==> src/pkg/irq_wake_pkg.sv <==
// Constants and carrier types for the serial port interrupt and pin wake-up control.
// Assumes a single port-side clock and synchronous, active-high reset.
package irq_wake_pkg;

   ////////////////////////////////////////////////////////////////////////////////
   // Control bit positions within the interrupt enable field
   localparam int unsigned RX_IRQ_EN_BIT      = 2;
   localparam int unsigned TX_IDLE_IRQ_EN_BIT = 1;
   localparam int unsigned TX_EMPTY_IRQ_EN_BIT = 0;
   localparam int unsigned IRQ_EN_WIDTH       = 3;

   ////////////////////////////////////////////////////////////////////////////////
   // Reset values
   localparam logic       WAKE_REQ_RST  = 1'b0;
   localparam logic       WAKE_IRQ_RST  = 1'b0;
   localparam logic       IRQ_REQ_RST   = 1'b0;
   // Line idles high, so a pin low at reset release counts as a falling edge
   localparam logic       PIN_IDLE_RST  = 1'b1;
   localparam logic [3:0] FLAGS_RST     = 4'h0;
   localparam int unsigned EDGE_WIDTH   = 5;

   ////////////////////////////////////////////////////////////////////////////////
   // Carriers
   typedef struct packed {
      logic rx_irq_enable;        // position RX_IRQ_EN_BIT
      logic tx_idle_irq_enable;   // position TX_IDLE_IRQ_EN_BIT
      logic tx_empty_irq_enable;  // position TX_EMPTY_IRQ_EN_BIT
   } irq_ctrl_t;

   typedef struct packed {
      logic rx_overrun_flag;
      logic rx_data_avail_flag;
      logic tx_idle_flag;
      logic tx_empty_flag;
   } status_flags_t;

endpackage : irq_wake_pkg

==> src/rtl/edge_detect.sv <==
// Edge detector over a vector of synchronous levels; each level is compared with its registered previous value.
// Assumes inputs are already synchronous to clk_i.
`timescale 1ns/1ps
module edge_detect #(
   parameter int unsigned           W       = 1,
   parameter logic [W-1:0]          RST_VAL = '0
) (
   input  wire logic         clk_i,
   input  wire logic         rst_i,
   input  wire logic [W-1:0] level_i,
   output logic      [W-1:0] rise_o,
   output logic      [W-1:0] fall_o
);

   logic [W-1:0] prev_reg;

   always_ff @(posedge clk_i) begin
      if (rst_i) begin
         prev_reg <= RST_VAL;
      end else begin
         prev_reg <= level_i;
      end
   end

   assign rise_o = level_i & ~prev_reg;
   assign fall_o = ~level_i & prev_reg;

endmodule : edge_detect

==> src/rtl/uart_irq_wake_control.sv <==
// Interrupt enable routing and pin wake-up request for the serial port.
// Assumes all inputs synchronous to mclk_i; the port clock gate is seen as a level.
//
// Behaviour
// - Port clock off and wake enabled: falling pin edge raises a wake-up request.
// - While the port clock runs, pin edges never raise a wake-up request.
// - Wake-up request with its interrupt enabled produces the wake-up interrupt.
// - Wake enable at zero: pin falling edges produce no wake-up request.
// - Receiver enable set: overrun or data-available rising sets the interrupt flag.
// - Receiver enable clear: overrun and data-available do not touch the flag.
// - Idle enable set: transmitter idle flag rising sets the interrupt flag.
// - Idle enable clear: transmitter idle flag does not touch the flag.
// - Bit 0 enables the transmitter empty interrupt source.
// - Empty enable set: transmitter empty flag rising sets the interrupt flag.
`timescale 1ns/1ps
module uart_irq_wake_control
   import irq_wake_pkg::*;
(
   input  wire logic          mclk_i,
   input  wire logic          rst_i,
   input  wire logic          rxtx_pin_i,
   input  wire logic          port_clock_on_i,
   input  wire logic          wake_enable_i,
   input  wire logic          wake_irq_enable_i,
   input  wire logic          wake_req_clr_i,
   input  wire irq_ctrl_t     irq_ctrl_i,
   input  wire status_flags_t status_flags_i,
   input  wire logic          irq_req_clr_i,
   output logic               wake_req_o,
   output logic               wake_irq_o,
   output logic               irq_req_o
);

   ////////////////////////////////////////////////////////////////////////////////
   // Edge detection on the pin and the four status flags

   logic [EDGE_WIDTH-1:0] level_vec;
   logic [EDGE_WIDTH-1:0] rise_vec;
   logic [EDGE_WIDTH-1:0] fall_vec;
   logic                  pin_fall;
   logic                  rise_overrun;
   logic                  rise_avail;
   logic                  rise_idle;
   logic                  rise_empty;

   assign level_vec = {rxtx_pin_i, status_flags_i};

   edge_detect #(
      .W       (EDGE_WIDTH),
      .RST_VAL ({PIN_IDLE_RST, FLAGS_RST})
   ) u_edges (
      .clk_i   (mclk_i),
      .rst_i   (rst_i),
      .level_i (level_vec),
      .rise_o  (rise_vec),
      .fall_o  (fall_vec)
   );

   assign pin_fall     = fall_vec[4];
   assign rise_overrun = rise_vec[3];
   assign rise_avail   = rise_vec[2];
   assign rise_idle    = rise_vec[1];
   assign rise_empty   = rise_vec[0];

   ////////////////////////////////////////////////////////////////////////////////
   // Pin wake-up request

   logic wake_hit;
   logic wake_reg;
   logic wake_next;
   logic wake_irq_reg;

   // Only meaningful with the port clock stopped; a running clock masks it
   assign wake_hit  = pin_fall && !port_clock_on_i && wake_enable_i;
   // Set wins over clear so an edge in the clearing cycle is kept
   assign wake_next = wake_hit || (wake_reg && !wake_req_clr_i);

   always_ff @(posedge mclk_i) begin
      if (rst_i) begin
         wake_reg <= WAKE_REQ_RST;
      end else begin
         wake_reg <= wake_next;
      end
   end

   always_ff @(posedge mclk_i) begin
      if (rst_i) begin
         wake_irq_reg <= WAKE_IRQ_RST;
      end else begin
         wake_irq_reg <= wake_next && wake_irq_enable_i;
      end
   end

   assign wake_req_o = wake_reg;
   assign wake_irq_o = wake_irq_reg;

   ////////////////////////////////////////////////////////////////////////////////
   // Port interrupt request flag

   logic hit_rx;
   logic hit_idle;
   logic hit_empty;
   logic hit_any;
   logic irq_reg;

   assign hit_rx    = irq_ctrl_i.rx_irq_enable && (rise_overrun || rise_avail);
   assign hit_idle  = irq_ctrl_i.tx_idle_irq_enable && rise_idle;
   assign hit_empty = irq_ctrl_i.tx_empty_irq_enable && rise_empty;
   assign hit_any   = hit_rx || hit_idle || hit_empty;

   // Sticky until software clears it; a new event in the clear cycle wins
   always_ff @(posedge mclk_i) begin
      if (rst_i) begin
         irq_reg <= IRQ_REQ_RST;
      end else begin
         irq_reg <= hit_any || (irq_reg && !irq_req_clr_i);
      end
   end

   assign irq_req_o = irq_reg;
endmodule : uart_irq_wake_control

==> config.mk <==
export PLATFORM = sky130hd
export DESIGN_NAME = uart_irq_wake_control
export DESIGN_NICKNAME = d
export VERILOG_FILES = /design/src/pkg/irq_wake_pkg.sv /design/src/rtl/edge_detect.sv /design/src/rtl/uart_irq_wake_control.sv
export SDC_FILE = /design/constraint.sdc
export NUM_CORES = 1
export LEC_CHECK = 0
export ABC_AREA = 1
export BUFFER_PORTS_ARGS = -buffer_cell sky130_fd_sc_hd__buf_2
export CAP_MARGIN = 20
export CORE_AREA = 2 2 39 41
export CTS_BUF_LIST = sky130_fd_sc_hd__clkbuf_4 sky130_fd_sc_hd__clkbuf_8
export CTS_CLUSTER_SIZE = 16
export DETAILED_ROUTE_END_ITERATION = 10
export DIE_AREA = 0 0 41 43
export HOLD_SLACK_MARGIN = 0.03
export REMOVE_ABC_BUFFERS = 1
export SETUP_SLACK_MARGIN = 0.3
export SKIP_LAST_GASP = 1
export SYNTH_ARGS = -nofsm -noshare
export SYNTH_HDL_FRONTEND = slang
export SYNTH_SLANG_ARGS = --single-unit
==> constraint.sdc <==
create_clock -name mclk_i -period 0.85 [get_ports mclk_i]
set_input_delay 0.0425 -clock mclk_i [delete_from_list [all_inputs] [get_ports mclk_i]]
set_output_delay 0.0425 -clock mclk_i [all_outputs]
set_load 0.05 [all_outputs]
==> flow_summary_export.csv <==
group,metric,value,unit
timing,rsz0062_at_grt,"true",
timing,min_period_over_period,0.9032,
timing,slew_violations,0,
placement,placed_area,394.1,um^2
critical_path,crit_chain,"buf_6",
routing,firstDrtPassIters,2,
global_routing,grt_pass1_wl,814,um
critical_path,crit_required,0.81,ns
floorplan,die_width,41,um
global_routing,grt_start_max_net_pins,9,
pwr,powerDensity,1746,nW/um^2
timing,max_freq,1303,MHz
floorplan,rows,14,
critical_path,cp_num_buf_inv,1,
critical_path,reg2reg_to,"irq_req_o",
routing,vias,270,
clocking,root_buffer,"clkbuf_4",
synth,synth.ff_latch_count,8,
placement,pre_cts_ws,0.1306,ns
synth,synth.avg_cell_area,7.351,um^2
critical_path,crit_arrival,0.73,ns
synth,netlist_area,294.0,um^2
cells_and_area,stdcell_area,457.9,um^2
clocking,clk_path_buf_depth,2,
floorplan,die_h,43,um
global_routing,grt_pass1_vias,218,
critical_path,worst_r2r_startpoint,"u_edges.prev_reg[1]",
hold_path,hold_depth,2,
floorplan,core,1384,um^2
critical_path,cp-start-kind,"register",
critical_path,crit_fanout,2,
placement,dp_hpwl,405.9,um
global_routing,grt_usage,0.07638,
timing,hold_violations,1,
cells_and_area,fin_nets,76,
critical_path,reg2reg_depth,5,
synth,syn_inst,40,
clocking,cts_tree,"done",
critical_path,worst_path_largest_cell_delay,0.33,ns
placement,place_congestion,0.5591,
critical_path,crit_path_top_delay_cell,"dfxtp_2",
run_status,status,"complete, but fails checks",
routing,wl_per_cell,6.973,um
floorplan,die-area,1763,um^2
timing,worst_pin_slew,0.1432,ns
cells_and_area,areaGrowthSynthToFinish,55.74,%
synth,ys_warn_count,0,
pwr,peakVddDrop,0.9630,mV
run_status,violations,"negative hold slack",
hold_path,min_to,"u_edges.prev_reg[4]",
cells_and_area,final_cells,75,
routing,first_iter_violations,2,
clocking,clock-sinks,8,
critical_path,crit_family,"flip-flops",
timing,max_slew_margin,0.9045,
cells_and_area,largest_reg_flops,5,
floorplan,start_util,0.2125,
timing,hold_slack,-0.006573,ns
synth,synth_seq_area_share,0.5447,
clocking,cts_setup_buffers,0,
clocking,insertion_delay,0.24,ns
timing,fin_crit,0.7677,ns
hold_path,hold_path.class,"in2reg",
placement,dp.cells,72,
synth,synth_cell_type_count,9,
run,cap_violations,0,
routing,wirelength,523,um
clocking,clkSlewWorstSetupHoldPaths,0.05,ns
timing,fin_ws,0.08230,ns
routing,drcViolationCount,0,
critical_path,critPathCaptureType,"primary output",
routing,final_antenna_net_count,0,
cells_and_area,final_util,0.3309,
routing,viasPerCell,3.600,
floorplan,ios,18,
cells_and_area,layout-drive-gt1-share,0.4407,
pwr,power.leakage,0.0002478,uW
timing,setup_violations,0,
clocking,cts_made_buffers,3,
critical_path,crit_type,"reg2out",
cells_and_area,diodes,0,
global_routing,grt.overflow.total,0,
global_routing,antenna_found_initial,0,
placement,portBuffers,17,
timing,clock_skew,0.003508,ns
critical_path,r2r_setup_slack,0.12,ns
clocking,htreeDepth,1,
hold_path,hold_start,"rxtx_pin_i",
## through the flow
step           total power [uW]  setup TNS (ns)
6_report                  799.5               0
3_5_place_dp              515.3               0
3_3_place_gp              514.3               0
2_1_floorplan             466.0         -0.3177
5_1_grt                   862.1               0
4_1_cts                   821.1               0
## cell type report
class                   instances  area, um^2
repair buffers                 17       111.4
well taps                      16       20.02
flip-flops and latches          8       165.2
inverters                      10       37.54
fillers                       151       925.9
clock buffers                   3       22.52
multi-input cells              21       101.3
## synthesized netlist by cell type
cell | n | area [um^2]
inv_1 | 10 | 37.54
dfxtp_1 | 8 | 160.2
nor2_1 | 8 | 30.03
nand2_1 | 6 | 22.52
nand3_1 | 4 | 20.02
a21boi_1 | 1 | 7.510
a21oi_1 | 1 | 5.000
clkbuf_2 | 1 | 5.000
or2_1 | 1 | 6.260
## how the worst max path moves through the flow
| stage | startpoint | to | slack, ns | cells past startpoint |
|---|---|---|---|---|
| final | wake_req_o | wake_req_o | 0.08 | 1 |
| after CTS | wake_req_o | wake_req_o | 0.07 | 1 |
| after floorplan | wake_req_o | wake_irq_o | -0.13 | 4 |
| after global routing | irq_req_o | irq_req_o | 0.05 | 1 |
| after detailed placement | u_edges.prev_reg[1] | irq_req_o | 0.13 | 5 |
| after global placement | u_edges.prev_reg[1] | irq_req_o | 0.14 | 5 |
## cells in the final DEF, fill, tap and decap left out
master,n
inv_1,10
dfxtp_1,4
or2_1,1
nand3_2,2
buf_8,2
buf_2,14
dfxtp_2,4
a21boi_1,1
a21oi_1,1
nand2_1,6
nor2_1,8
buf_6,1
nand3_1,2
clkbuf_4,3
## cells by family (layout without fill, tap and decap cells)
kind of cell,count (synthesis),count (layout),share of synthesized area
AND/OR/NAND/NOR,19,19,0.2681
flip-flops,8,8,0.5447
AO/OA/AOI/OAI,2,2,0.04255
buffers and inverters,11,30,0.1447
## metal layers
| metal | routed length (um) | part of all wire | vias up | GRT usage |
|---|---|---|---|---|
| met5 | 0 | 0 | - | 0 |
| met4 | 0 | 0 | 0 | 0.04000 |
| met3 | 61 | 0.12 | 0 | 0.07853 |
| met2 | 229 | 0.44 | 11 | 0.09375 |
| met1 | 232 | 0.44 | 104 | 0.08065 |
| li1 | - | - | 155 | - |
## power by group
group	switching [uW]	internal [uW]	leakage [uW]
sequential	8.18	397	0.0000672
combinational	63.0	58.5	0.000167
clock	112	160	0.0000138
## repair_timing
item                                   4_1_cts  5_1_grt
endpoints found under the hold margin        6        6
setup endpoints to repair                    6        6
pin swaps                                    3        3
resized for setup                           12        2
(Power assumes the default switching activity.)
